<file path="src/hdl/pdi_access_consts.svh">
// Purpose: Offsets, field positions, reset values and codes of the debug access block.
// Assumes: Included by its bare name in the access block and its bench; the monitor writes its figures as literals.
// Notes: Definitions only.
`ifndef PDI_ACCESS_CONSTS_SVH
`define PDI_ACCESS_CONSTS_SVH
// ***************************************************************
// Register offsets
// ***************************************************************
`define PDI_OFS_REV 4'h0
`define PDI_OFS_ERR 4'h1
`define PDI_OFS_CTRLP 4'h2
`define PDI_OFS_CTRLS 4'h3
`define PDI_OFS_ASI_LO 4'h4
`define PDI_OFS_ASI_HI 4'hC
`define PDI_OFS_KEY 4'h7
`define PDI_OFS_RST 4'h8
`define PDI_OFS_CLKSEL 4'h9
`define PDI_OFS_SYSCTL 4'hA
`define PDI_OFS_SYSSTAT 4'hB
`define PDI_OFS_SCAN 4'hC
// ***************************************************************
// Field positions
// ***************************************************************
`define PDI_BIT_KEY_UROW 5
`define PDI_BIT_KEY_NVM 4
`define PDI_BIT_KEY_ERASE 3
`define PDI_BIT_CTL_KEEPCLK 0
`define PDI_BIT_CTL_UROWDONE 1
`define PDI_BIT_ST_RESET 5
`define PDI_BIT_ST_SLEEP 4
`define PDI_BIT_ST_NVM 3
`define PDI_BIT_ST_UROW 2
`define PDI_BIT_ST_LOCK 0
`define PDI_BIT_DISABLE 2
// ***************************************************************
// Values, masks and resets
// ***************************************************************
`define PDI_RST_SIGNATURE 8'h59
`define PDI_RST_REV 8'h10
`define PDI_RST_CLKSEL 2'h2
`define PDI_RST_KEEPCLK 1'b1
`define PDI_MASK_CTRLP 8'hBF
`define PDI_MASK_CTRLS 8'h1C
`define PDI_BOD_ACTIVE_ON 2'h1
`define PDI_BOD_ACTIVE_OFF 2'h0
`define PDI_UROW_BYTES 32
`endif

</file>
<file path="src/hdl/pdi_pkg.sv">
// Purpose: Types shared by the debug access block and its row buffer.
// Assumes: Constants live in pdi_access_consts.svh.
// Notes: Nothing here is imported; users write pdi_pkg::name.
package pdi_pkg;
  // Key delivered by the frame layer after a signature matched.
  typedef enum logic [1:0] {PDI_KEY_ERASE, PDI_KEY_NVM, PDI_KEY_UROW, PDI_KEY_NONE} pdi_key_t;
  // Control-space request from the physical layer.
  typedef struct packed {
    logic we;
    logic [3:0] addr;
    logic [7:0] wdata;
  } pdi_cs_req_t;
  // Memory request on the debugger path or the system bus.
  typedef struct packed {
    logic we;
    logic [15:0] addr;
    logic [7:0] wdata;
  } pdi_bus_req_t;
  // Whole state of the access block.
  typedef struct packed {
    logic cs_ack;
    logic [7:0] cs_rdata;
    logic [2:0] err;
    logic [7:0] ctrl_p;
    logic [7:0] ctrl_s;
    logic [1:0] clk_sel;
    logic [7:0] rst_req;
    logic key_erase;
    logic key_nvm;
    logic key_urow;
    logic keep_clk;
    logic erase_run;
    logic erase_start;
    logic [1:0] bod_mode;
    logic [2:0] bod_level;
    logic nvm_state;
    logic urow_state;
    logic lock;
    logic sleep_s1;
    logic sleep_s2;
    logic stop_s1;
    logic stop_s2;
    logic rx_s1;
    logic rx_s2;
    logic rx_s3;
    logic sync_evt;
    logic bus_wait;
    logic sys_req;
    pdi_bus_req_t sys_bus;
    logic dbg_done;
    logic dbg_refused;
    logic [7:0] dbg_rdata;
    logic copy_run;
    logic [5:0] copy_idx;
    logic copy_pend;
    logic [4:0] copy_pidx;
    logic row_wr_en;
    logic [4:0] row_addr;
    logic [7:0] row_data;
  } pdi_state_t;
  // State of the row buffer read port.
  typedef struct packed {
    logic [7:0] rdata;
  } pdi_buf_state_t;
endpackage

</file>
<file path="src/hdl/pdi_urow_buffer.sv">
// Purpose: Byte buffer that holds configuration row data until the copy.
// Assumes: One write and one read port on ref_clk; read data one cycle later.
// Notes: Contents are not cleared by reset; only written bytes are meaningful.
`timescale 1ns/100ps
`default_nettype none
module pdi_urow_buffer #(
  parameter int DEPTH = 32,
  parameter int AW = 5
) (
  input wire logic ref_clk,
  input wire logic resetn,
  input wire logic wr_en,
  input wire logic [AW-1:0] wr_addr,
  input wire logic [7:0] wr_data,
  input wire logic [AW-1:0] rd_addr,
  output logic [7:0] rd_data
);
  // ***************************************************************
  // Storage
  // ***************************************************************
  logic [7:0] mem [DEPTH];
  pdi_pkg::pdi_buf_state_t st_reg;
  pdi_pkg::pdi_buf_state_t st_next;

  // The address width must reach every entry exactly.
  if (DEPTH != (1 << AW))
    $error("pdi_urow_buffer: DEPTH must equal 2**AW");

  // Memory writes stay out of the reset so the array maps to plain storage.
  always_ff @(posedge ref_clk)
  begin
    if (wr_en)
    begin
      mem[wr_addr] <= wr_data;
    end
  end

  // Registered read port.
  always_comb
  begin
    st_next = st_reg;
    st_next.rdata = mem[rd_addr];
  end

  always_ff @(posedge ref_clk or negedge resetn)
  begin
    if (!resetn)
    begin
      st_reg <= '0;
    end
    else
    begin
      st_reg <= st_next;
    end
  end

  assign rd_data = st_reg.rdata;
endmodule
`default_nettype wire

</file>
<file path="src/hdl/pdi_access.sv">
// Purpose: Access layer of the program and debug interface: keys, system reset, status, row buffer.
// Assumes: Physical layer on ref_clk hands over control-space requests and decoded keys.
// Notes: No on-chip CPU port exists; only the link side reaches these registers.
`timescale 1ns/100ps
`default_nettype none
`include "pdi_access_consts.svh"
// How it works
// - Lock flag reads 1 until erase completes, then 0 with full access.
// - While locked, system bus access is refused; control space still works.
// - During erase the brownout detector is forced on, mode 0x1, fuse level.
// - In user-row mode only writes to the first 32 bytes are executed.
// - On completion buffered bytes copy one to one into the config row.
// - Write-done bit starts the copy; user-row state clears when it ends.
// - In user-row mode memory reads return no data.
// - Every rising edge inside the sync character emits an event pulse.
// - Link side keeps running in every sleep mode while enabled.
// - With the CPU clock stopped and keep-clock clear, memory accesses outside user-row mode are refused.
// - Asleep flag follows the system domain idle-or-deeper sleep level.
// - Keep-clock request holds the system clock so bus access still works.
// - Keep-clock request resets to 1.
// - Registers are reached only through link control-space requests.
// - Offsets 0x0-0x3 are link configuration, 0x4-0xC access registers.
// - Writing 0x59 to the reset request asserts system reset, not ours.
// - Any other value releases it; bit 0 reads the held reset.
module pdi_access #(
  parameter logic [7:0] REVISION = `PDI_RST_REV,
  parameter int UROW_BYTES = `PDI_UROW_BYTES
) (
  input wire logic ref_clk,
  input wire logic resetn,
  input wire logic cs_valid,
  input wire pdi_pkg::pdi_cs_req_t cs_req,
  output logic cs_ack,
  output logic [7:0] cs_rdata,
  input wire logic key_valid,
  input wire pdi_pkg::pdi_key_t key_kind,
  input wire logic phy_err_valid,
  input wire logic [2:0] phy_err_code,
  output logic [7:0] phy_ctrl_primary,
  output logic [7:0] phy_ctrl_secondary,
  output logic [1:0] access_clk_sel,
  input wire logic link_rx_pin,
  input wire logic sync_window,
  output logic sync_edge_event,
  input wire logic sys_sleep_async,
  input wire logic cpu_clk_stopped_async,
  input wire logic lockbits_set,
  input wire logic erase_done,
  input wire logic [2:0] scan_status,
  input wire logic [2:0] bod_fuse_level,
  output logic sys_reset_out,
  output logic erase_start,
  output logic bod_force_on,
  output logic [1:0] bod_active_mode,
  output logic [2:0] bod_level,
  output logic keep_clock_out,
  input wire logic dbg_valid,
  input wire pdi_pkg::pdi_bus_req_t dbg_req,
  output logic dbg_done,
  output logic dbg_refused,
  output logic [7:0] dbg_rdata,
  output logic sys_req,
  output pdi_pkg::pdi_bus_req_t sys_bus,
  input wire logic sys_ack,
  input wire logic [7:0] sys_rdata,
  output logic row_wr_en,
  output logic [4:0] row_addr,
  output logic [7:0] row_data
);
  // ***************************************************************
  // State and helpers
  // ***************************************************************
  pdi_pkg::pdi_state_t st_reg;
  pdi_pkg::pdi_state_t st_next;
  logic buf_we;
  logic [7:0] buf_rdata;
  logic cs_wr;
  logic cs_rd;
  logic rst_release;
  logic [7:0] rd_mux;

  // The copy walks a 5-bit index; other sizes would need wider ports.
  if (UROW_BYTES != 32)
    $error("pdi_access: UROW_BYTES must be 32");

  pdi_urow_buffer #(
    .DEPTH(UROW_BYTES),
    .AW(5)
  ) u_buf (
    .ref_clk(ref_clk),
    .resetn(resetn),
    .wr_en(buf_we),
    .wr_addr(dbg_req.addr[4:0]),
    .wr_data(dbg_req.wdata),
    .rd_addr(st_reg.copy_idx[4:0]),
    .rd_data(buf_rdata)
  );

  // ***************************************************************
  // Next-state logic
  // ***************************************************************
  // One process decides every register; error and key-write clears come before sets so an event wins.
  always_comb
  begin
    st_next = st_reg;
    buf_we = 1'b0;
    cs_wr = cs_valid && cs_req.we;
    cs_rd = cs_valid && !cs_req.we;
    rst_release = cs_wr && (cs_req.addr == `PDI_OFS_RST) && (cs_req.wdata != `PDI_RST_SIGNATURE)
                  && (st_reg.rst_req == `PDI_RST_SIGNATURE);
    st_next.cs_ack = cs_valid;
    st_next.erase_start = 1'b0;
    st_next.dbg_done = 1'b0;
    st_next.dbg_refused = 1'b0;
    st_next.row_wr_en = 1'b0;

    // Synchronisers for pins and system-domain levels.
    st_next.rx_s1 = link_rx_pin;
    st_next.rx_s2 = st_reg.rx_s1;
    st_next.rx_s3 = st_reg.rx_s2;
    st_next.sleep_s1 = sys_sleep_async;
    st_next.sleep_s2 = st_reg.sleep_s1;
    st_next.stop_s1 = cpu_clk_stopped_async;
    st_next.stop_s2 = st_reg.stop_s1;
    st_next.lock = lockbits_set;
    // The event has no enable bit on purpose.
    st_next.sync_evt = sync_window && st_reg.rx_s2 && !st_reg.rx_s3;

    // Read multiplexer; unused offsets read as zero.
    rd_mux = 8'h00;
    unique case (cs_req.addr)
      `PDI_OFS_REV: rd_mux = REVISION;
      `PDI_OFS_ERR: rd_mux = {5'h00, st_reg.err};
      `PDI_OFS_CTRLP: rd_mux = st_reg.ctrl_p;
      `PDI_OFS_CTRLS: rd_mux = st_reg.ctrl_s;
      `PDI_OFS_KEY: rd_mux = 8'h00 | ({7'h00, st_reg.key_urow} << `PDI_BIT_KEY_UROW)
                             | ({7'h00, st_reg.key_nvm} << `PDI_BIT_KEY_NVM)
                             | ({7'h00, st_reg.key_erase} << `PDI_BIT_KEY_ERASE);
      `PDI_OFS_RST: rd_mux = {7'h00, st_reg.rst_req == `PDI_RST_SIGNATURE};
      `PDI_OFS_CLKSEL: rd_mux = {6'h00, st_reg.clk_sel};
      `PDI_OFS_SYSCTL: rd_mux = {7'h00, st_reg.keep_clk};
      `PDI_OFS_SYSSTAT: rd_mux = 8'h00 | ({7'h00, sys_reset_out} << `PDI_BIT_ST_RESET)
                                 | ({7'h00, st_reg.sleep_s2} << `PDI_BIT_ST_SLEEP)
                                 | ({7'h00, st_reg.nvm_state} << `PDI_BIT_ST_NVM)
                                 | ({7'h00, st_reg.urow_state} << `PDI_BIT_ST_UROW)
                                 | ({7'h00, st_reg.lock} << `PDI_BIT_ST_LOCK);
      `PDI_OFS_SCAN: rd_mux = {5'h00, scan_status};
      default: rd_mux = 8'h00;
    endcase
    // Only link requests reach this mux; there is no CPU-side port.
    st_next.cs_rdata = cs_rd ? rd_mux : 8'h00;

    // Error signature: cleared by a read, but a new error in that cycle is kept.
    if (cs_rd && cs_req.addr == `PDI_OFS_ERR)
    begin
      st_next.err = 3'h0;
    end
    if (phy_err_valid)
    begin
      st_next.err = phy_err_code;
    end

    // Register writes.
    if (cs_wr)
    begin
      unique case (cs_req.addr)
        `PDI_OFS_CTRLP: st_next.ctrl_p = cs_req.wdata & `PDI_MASK_CTRLP;
        `PDI_OFS_CTRLS: st_next.ctrl_s = cs_req.wdata & `PDI_MASK_CTRLS;
        `PDI_OFS_RST: st_next.rst_req = cs_req.wdata;
        `PDI_OFS_CLKSEL: st_next.clk_sel = cs_req.wdata[1:0];
        `PDI_OFS_KEY:
        begin
          // Writing the user-row key bit retires that key and its mode.
          if (cs_req.wdata[`PDI_BIT_KEY_UROW])
          begin
            st_next.key_urow = 1'b0;
            st_next.urow_state = 1'b0;
          end
        end
        `PDI_OFS_SYSCTL:
        begin
          st_next.keep_clk = cs_req.wdata[`PDI_BIT_CTL_KEEPCLK];
          if (cs_req.wdata[`PDI_BIT_CTL_UROWDONE] && st_reg.urow_state && !st_reg.copy_run)
          begin
            st_next.copy_run = 1'b1;
            st_next.copy_idx = 6'h00;
          end
        end
        default:
        begin
        end
      endcase
    end

    // Keys arrive from the frame layer; an erase key leaves a program key alone.
    if (key_valid)
    begin
      unique case (key_kind)
        pdi_pkg::PDI_KEY_ERASE: st_next.key_erase = 1'b1;
        pdi_pkg::PDI_KEY_NVM: st_next.key_nvm = 1'b1;
        pdi_pkg::PDI_KEY_UROW: st_next.key_urow = 1'b1;
        pdi_pkg::PDI_KEY_NONE:
        begin
        end
      endcase
    end

    // Release of the system reset starts or ends the keyed sequences.
    if (rst_release)
    begin
      if (st_reg.key_erase && !st_reg.erase_run)
      begin
        st_next.erase_start = 1'b1;
        st_next.erase_run = 1'b1;
      end
      if (st_reg.key_nvm && !st_reg.lock)
      begin
        // The first pulse opens the session, the next one closes it.
        st_next.nvm_state = !st_reg.nvm_state;
        st_next.key_nvm = !st_reg.nvm_state;
      end
      if (st_reg.key_urow && st_reg.lock)
      begin
        st_next.urow_state = 1'b1;
      end
    end

    // Brownout detector held on with fuse level for the whole erase.
    if (st_reg.erase_run && erase_done)
    begin
      st_next.erase_run = 1'b0;
      st_next.key_erase = 1'b0;
    end
    st_next.bod_mode = st_next.erase_run ? `PDI_BOD_ACTIVE_ON : `PDI_BOD_ACTIVE_OFF;
    st_next.bod_level = bod_fuse_level;

    // Disabling the link drops every key and link setting.
    if (cs_wr && cs_req.addr == `PDI_OFS_CTRLS && cs_req.wdata[`PDI_BIT_DISABLE])
    begin
      st_next.key_erase = 1'b0;
      st_next.key_nvm = 1'b0;
      st_next.key_urow = 1'b0;
      st_next.ctrl_p = 8'h00;
      st_next.ctrl_s = 8'h00;
      st_next.clk_sel = `PDI_RST_CLKSEL;
    end

    // ***************************************************************
    // Debugger memory path
    // ***************************************************************
    // New requests are only looked at while no system access is open.
    if (st_reg.bus_wait)
    begin
      if (sys_ack)
      begin
        st_next.bus_wait = 1'b0;
        st_next.sys_req = 1'b0;
        st_next.dbg_done = 1'b1;
        st_next.dbg_rdata = st_reg.sys_bus.we ? 8'h00 : sys_rdata;
      end
    end
    else if (dbg_valid)
    begin
      st_next.dbg_rdata = 8'h00;
      if (st_reg.urow_state)
      begin
        // Reads and out-of-range writes give nothing back in this mode.
        if (dbg_req.we && dbg_req.addr < 16'(UROW_BYTES) && !st_reg.copy_run)
        begin
          buf_we = 1'b1;
          st_next.dbg_done = 1'b1;
        end
        else
        begin
          st_next.dbg_refused = 1'b1;
        end
      end
      else if (st_reg.lock)
      begin
        st_next.dbg_refused = 1'b1;
      end
      else if (st_reg.stop_s2 && !st_reg.keep_clk)
      begin
        st_next.dbg_refused = 1'b1;
      end
      else
      begin
        // With keep-clock set the system clock still runs, so access goes on.
        st_next.sys_req = 1'b1;
        st_next.sys_bus = dbg_req;
        st_next.bus_wait = 1'b1;
      end
    end

    // ***************************************************************
    // Row copy
    // ***************************************************************
    // Read index k, write byte k one cycle later at the same row position.
    st_next.copy_pend = 1'b0;
    if (st_reg.copy_run)
    begin
      if (st_reg.copy_idx < 6'(UROW_BYTES))
      begin
        st_next.copy_pend = 1'b1;
        st_next.copy_pidx = st_reg.copy_idx[4:0];
        st_next.copy_idx = st_reg.copy_idx + 6'h01;
      end
      else if (!st_reg.copy_pend)
      begin
        st_next.copy_run = 1'b0;
        st_next.urow_state = 1'b0;
      end
    end
    if (st_reg.copy_pend)
    begin
      st_next.row_wr_en = 1'b1;
      st_next.row_addr = st_reg.copy_pidx;
      st_next.row_data = buf_rdata;
    end
  end

  // ***************************************************************
  // State register
  // ***************************************************************
  // The system reset we drive never reaches this process; only resetn does.
  always_ff @(posedge ref_clk or negedge resetn)
  begin
    if (!resetn)
    begin
      st_reg <= '0;
      st_reg.clk_sel <= `PDI_RST_CLKSEL;
      st_reg.keep_clk <= `PDI_RST_KEEPCLK;
    end
    else
    begin
      st_reg <= st_next;
    end
  end

  // ***************************************************************
  // Outputs
  // ***************************************************************
  // Link-side logic uses the sleep input only for the asleep status flag, so it runs through every sleep mode.
  assign cs_ack = st_reg.cs_ack;
  assign cs_rdata = st_reg.cs_rdata;
  assign phy_ctrl_primary = st_reg.ctrl_p;
  assign phy_ctrl_secondary = st_reg.ctrl_s;
  assign access_clk_sel = st_reg.clk_sel;
  assign sync_edge_event = st_reg.sync_evt;
  assign sys_reset_out = st_reg.rst_req == `PDI_RST_SIGNATURE;
  assign erase_start = st_reg.erase_start;
  assign bod_force_on = st_reg.erase_run;
  assign bod_active_mode = st_reg.bod_mode;
  assign bod_level = st_reg.bod_level;
  assign keep_clock_out = st_reg.keep_clk;
  assign dbg_done = st_reg.dbg_done;
  assign dbg_refused = st_reg.dbg_refused;
  assign dbg_rdata = st_reg.dbg_rdata;
  assign sys_req = st_reg.sys_req;
  assign sys_bus = st_reg.sys_bus;
  assign row_wr_en = st_reg.row_wr_en;
  assign row_addr = st_reg.row_addr;
  assign row_data = st_reg.row_data;
endmodule
`default_nettype wire

</file>
<file path="config.mk">
export PLATFORM = sky130hd
export DESIGN_NAME = pdi_access
export DESIGN_NICKNAME = d
export VERILOG_FILES = /design/src/hdl/pdi_pkg.sv /design/src/hdl/pdi_urow_buffer.sv /design/src/hdl/pdi_access.sv
export VERILOG_INCLUDE_DIRS = /design/src /design/src/hdl
export SDC_FILE = /design/constraint.sdc
export NUM_CORES = 1
export LEC_CHECK = 0
export ABC_AREA = 1
export BUFFER_PORTS_ARGS = -buffer_cell sky130_fd_sc_hd__buf_2
export CORE_MARGIN = 5
export CORE_UTILIZATION = 45
export DETAILED_ROUTE_END_ITERATION = 7
export PLACE_DENSITY_LB_ADDON = 0.12
export SYNTH_ARGS = -nofsm -noshare
export SYNTH_HDL_FRONTEND = slang
export SYNTH_SLANG_ARGS = --single-unit
</file>
<file path="constraint.sdc">
create_clock -name ref_clk -period 4.1 [get_ports ref_clk]
set_input_delay 0.41 -clock ref_clk [delete_from_list [all_inputs] [get_ports ref_clk]]
set_output_delay 0.41 -clock ref_clk [all_outputs]
set_load 0.02 [all_outputs]
</file>
==> reports/qor.json <==
{
  "status": {"value": "completed"},
  "grt_usage": {"value": 20.3, "unit": "%"},
  "final-instance-count-excl-fill": {"value": 2163},
  "critPathKind": {"value": "flop to flop"},
  "final.hold.worst_slack": {"value": 0.0682, "unit": "ns"},
  "synth.largest_area_cell": {"value": "sky130_fd_sc_hd__edfxtp_1"},
  "grt_overflow_total": {"value": 0},
  "regArea": {"value": 10800, "unit": "µm²"},
  "dp.final_hpwl": {"value": 26.3, "unit": "mm"},
  "worstSetupEndpointType": {"value": "flop"},
  "synth.area.top_cells": {"value": "sky130_fd_sc_hd__edfxtp_1 47%, sky130_fd_sc_hd__dfrtp_1 19%, sky130_fd_sc_hd__nand2_1 11%"},
  "netlist_area": {"value": 16300, "unit": "µm²"},
  "drt.antenna.violating_nets": {"value": 0},
  "syn_area_per_cell": {"value": 10.3, "unit": "µm²"},
  "final_layout_size_suffix_gt1_share": {"value": 14.9, "unit": "%"},
  "skew": {"value": 0.0123, "unit": "ns"},
  "dieArea": {"value": 40200, "unit": "µm²"},
  "area_of_combinational_cells_with_multiple_inputs": {"value": 4090, "unit": "µm²"},
  "layout.filler_cells": {"value": 3267},
  "report.final.setup_viol": {"value": 0},
  "postLayoutCellArea": {"value": 18300, "unit": "µm²"},
  "critical_path.reg2reg.startpoint": {"value": "st_reg[26]"},
  "timing.critical_path.fanout_max": {"value": 8},
  "hold_violations": {"value": 0},
  "timing.final.crit_period": {"value": 2.71, "unit": "ns"},
  "critical_path.cell_chain": {"value": "inv_1 > nand2_1 > nor2_1 > nand3_2 > inv_2 > nand2_1 > nor2_1"},
  "cts_tree": {"value": "yes"},
  "synth_sequential_area_ratio": {"value": 66.1, "unit": "%"},
  "synth-warning-count": {"value": 0},
  "postSynth.topFlopCell": {"value": "sky130_fd_sc_hd__edfxtp_1"},
  "worstPathRequired": {"value": 4.26, "unit": "ns"},
  "power.sequential.fraction": {"value": 50.9, "unit": "%"},
  "clock-root-buffer": {"value": "sky130_fd_sc_hd__clkbuf_16"},
  "yosys_register_bits": {"value": 380},
  "dr_total_vias": {"value": 11000},
  "rrSetupSlack": {"value": 1.39, "unit": "ns"},
  "die_width": {"value": 201, "unit": "µm"},
  "drt_first_pass_iters": {"value": 5},
  "placed_cells_incl_taps": {"value": 2078},
  "power.internal": {"value": 0.00654, "unit": "W"},
  "placeableCoreArea": {"value": 35700, "unit": "µm²"},
  "maximum_clock_path_buffer_count": {"value": 3},
  "min_delay_worst_endpoint": {"value": "st_reg[63]"},
  "share_clk_of_total_power": {"value": 42.7, "unit": "%"},
  "netlist.area_leader.share": {"value": 47.1, "unit": "%"},
  "startpoint_type": {"value": "flop"},
  "via_per_inst": {"value": 5.07},
  "cts.reportedPaths.clkPinSlew": {"value": 0.06, "unit": "ns"},
  "post_synth_num_cell_types": {"value": 40},
  "initial_utilization": {"value": 45.7, "unit": "%"},
  "crit_slowest_cell": {"value": "sky130_fd_sc_hd__nor2_1"},
  "design.final.nets": {"value": 1740},
  "worst_vdd_ir": {"value": 247, "unit": "µV"},
  "async_flop_share": {"value": 32.6, "unit": "%"},
  "flow.area_growth_from_synthesis": {"value": 12.0, "unit": "%"},
  "min_path_cells": {"value": 2},
  "insertedDiodeCount": {"value": 0},
  "max_freq": {"value": 368, "unit": "MHz"},
  "worstRegToRegCells": {"value": 7},
  "power.combinational.fraction": {"value": 6.4, "unit": "%"},
  "slew_viol_final": {"value": 0},
  "power-per-cell-area": {"value": 462, "unit": "nW/µm²"},
  "holdCritStartpoint": {"value": "sys_ack"},
  "cp.arrival": {"value": 2.88, "unit": "ns"},
  "power.net_switching": {"value": 0.00191, "unit": "W"},
  "clock_sink_count": {"value": 380},
  "max_ffs_per_register": {"value": 256},
  "worst_path_largest_cell_delay": {"value": 0.68, "unit": "ns"},
  "htree_levels": {"value": 2},
  "post-route-drc-count": {"value": 0},
  "synthCells": {"value": 1592},
  "reg2reg_to": {"value": "u_buf.mem[29][1]"},
  "routed_wire_length_per_instance": {"value": 19.2, "unit": "µm"},
  "portBuffers": {"value": 149},
  "chipHeight": {"value": 201, "unit": "µm"},
  "floorplan.io_pins": {"value": 157},
  "max_slew_margin": {"value": 18.6, "unit": "%"},
  "cts_resized": {"value": 0},
  "grt_first_pass_wirelength": {"value": 64.4, "unit": "mm"},
  "antenna_violations_before_repair": {"value": 0},
  "cellLeakagePower": {"value": 7.86, "unit": "nW"},
  "final_cycle_share": {"value": 66.2, "unit": "%"},
  "count_of_flip_flops_with_a_built_in_enable_after_synthesis": {"value": 256},
  "dpl-instance-area": {"value": 16900, "unit": "µm²"},
  "tns": {"value": 0, "unit": "ns"},
  "gp_congestion": {"value": 0.831},
  "worst_hold_path_type": {"value": "input pin to flop"},
  "clk-insertion-delay-late": {"value": 0.54, "unit": "ns"},
  "drv_cap": {"value": 0},
  "number_of_buffers_added_by_the_clock_tree_synthesis_step": {"value": 41},
  "first_global_vias": {"value": 11100},
  "grt_start_max_net_pins": {"value": 107},
  "drt-total-wl": {"value": 41.5, "unit": "mm"},
  "first_iter_violations": {"value": 883},
  "rsz0062_at_grt": {"value": "no"},
  "timing_worst_slew_pin_value": {"value": 1.21, "unit": "ns"},
  "placement_rows": {"value": 69},
  "power.switching_fraction": {"value": 22.6, "unit": "%"}
}
[per-layer routing]
| layer | up-vias | share of wire (%) | GRT usage [%] |
|---|---|---|---|
| met5 | - | 0 | 0 |
| met4 | 0 | 2.3 | 5.11 |
| met3 | 58 | 7.0 | 4.68 |
| met2 | 350 | 45 | 32.0 |
| met1 | 5268 | 45 | 28.7 |
| li1 | 5281 | - | - |
[synth_stat cells (all sizes together), types with 2 or more instances]
cell type,number
nor2,112
dfstp,2
mux2,13
nand3,167
clkinv,4
o21ai,58
a41oi,2
edfxtp,256
clkbuf,22
a21oi,24
a211oi,2
inv,153
nand2,497
o22ai,2
dfrtp,122
o211ai,10
buf,117
nand4,10
nor3,8
[layout make-up]
| cell class | instances | share of cell area (%) |
|---|---|---|
| Inverter | 157 | 3.22 |
| Clock inverter | 12 | 0.465 |
| Tap cell | 461 | 3.15 |
| Multi-Input combinational cell | 923 | 22.3 |
| Timing Repair Buffer | 166 | 5.00 |
| Clock buffer | 64 | 6.81 |
| Sequential cell | 380 | 59.0 |
[critical path: cells and delay by family (launching register included)]
| kind | cells | cell delay (ns) |
|---|---|---|
| flip-flops | 1 | 0.38 |
| buffers and inverters | 2 | 0.30 |
| AND/OR/NAND/NOR | 5 | 1.65 |
[how the worst max path moves through the flow]
| stage | startpoint | to | slack, ns | depth (start not counted) |
|---|---|---|---|---|
| 2_1_floorplan | st_reg[63] | u_buf.mem[29][0] | 2.21 | 8 |
| 3_3_place_gp | dbg_valid | u_buf.mem[1][0] | 1.38 | 7 |
| 3_5_place_dp | dbg_valid | u_buf.mem[29][2] | 1.36 | 7 |
| 4_1_cts | st_reg[26] | u_buf.mem[29][4] | 1.39 | 7 |
| 5_1_grt | st_reg[20] | u_buf.rd_data[7] | 1.18 | 9 |
| 6_report | st_reg[26] | u_buf.mem[29][1] | 1.39 | 7 |
[cells in the final DEF (no fill, tap or decap), types with 13 or more instances in the layout]
cell / synthesis / layout
sky130_fd_sc_hd__nand2_1: 494 / 494
sky130_fd_sc_hd__clkbuf_1: 22 / 13
sky130_fd_sc_hd__mux2_2: 13 / 13
sky130_fd_sc_hd__o21ai_0: 49 / 49
sky130_fd_sc_hd__inv_1: 145 / 145
sky130_fd_sc_hd__buf_2: 32 / 148
sky130_fd_sc_hd__edfxtp_1: 256 / 256
sky130_fd_sc_hd__a21oi_1: 24 / 24
sky130_fd_sc_hd__nor2_1: 110 / 110
sky130_fd_sc_hd__dfrtp_1: 122 / 120
sky130_fd_sc_hd__clkbuf_16: 0 / 44
sky130_fd_sc_hd__nand3_1: 163 / 163
[power groups by stage]
stage	Clock (W)	Combinational, W	Sequential [W]
after floorplan	0	0.000407	0.00436
after global routing	0.00385	0.000600	0.00432
after detailed placement	0	0.000547	0.00437
after global placement	0	0.000540	0.00437
after CTS	0.00369	0.000553	0.00430
final	0.00361	0.000543	0.00430
[repair_timing]
action	4_1_cts	5_1_grt
hold buffers	9	0
endpoints found under the hold margin	78	0
buffers inserted	0	0
[through the flow]
stage / total power [W] / utilization (%) / setup WS, ns
final: 0.00846 / 51.2 / 1.39
after CTS: 0.00854 / 51.2 / 1.39
after global placement: 0.00491 / 47.2 / 1.38
after floorplan: 0.00477 / - / 2.21
after detailed placement: 0.00492 / 47.2 / 1.36
after global routing: 0.00876 / 51.2 / 1.18
[logic make-up (layout without fill, tap and decap cells)]
logic type               after synthesis  count (layout)  synth area share (%)
other                                  1               8                0.0230
flip-flops                           380             380                  66.1
adder cells (fa/ha/maj)                1               1                0.0766
XOR/XNOR                               1               1                0.0536
AO/OA/AOI/OAI                        103             103                  3.52
multiplexers                          13              13                 0.896
buffers and inverters                296             399                  9.07
AND/OR/NAND/NOR                      797             797                  20.3
Power figures use the tool's default switching activity.
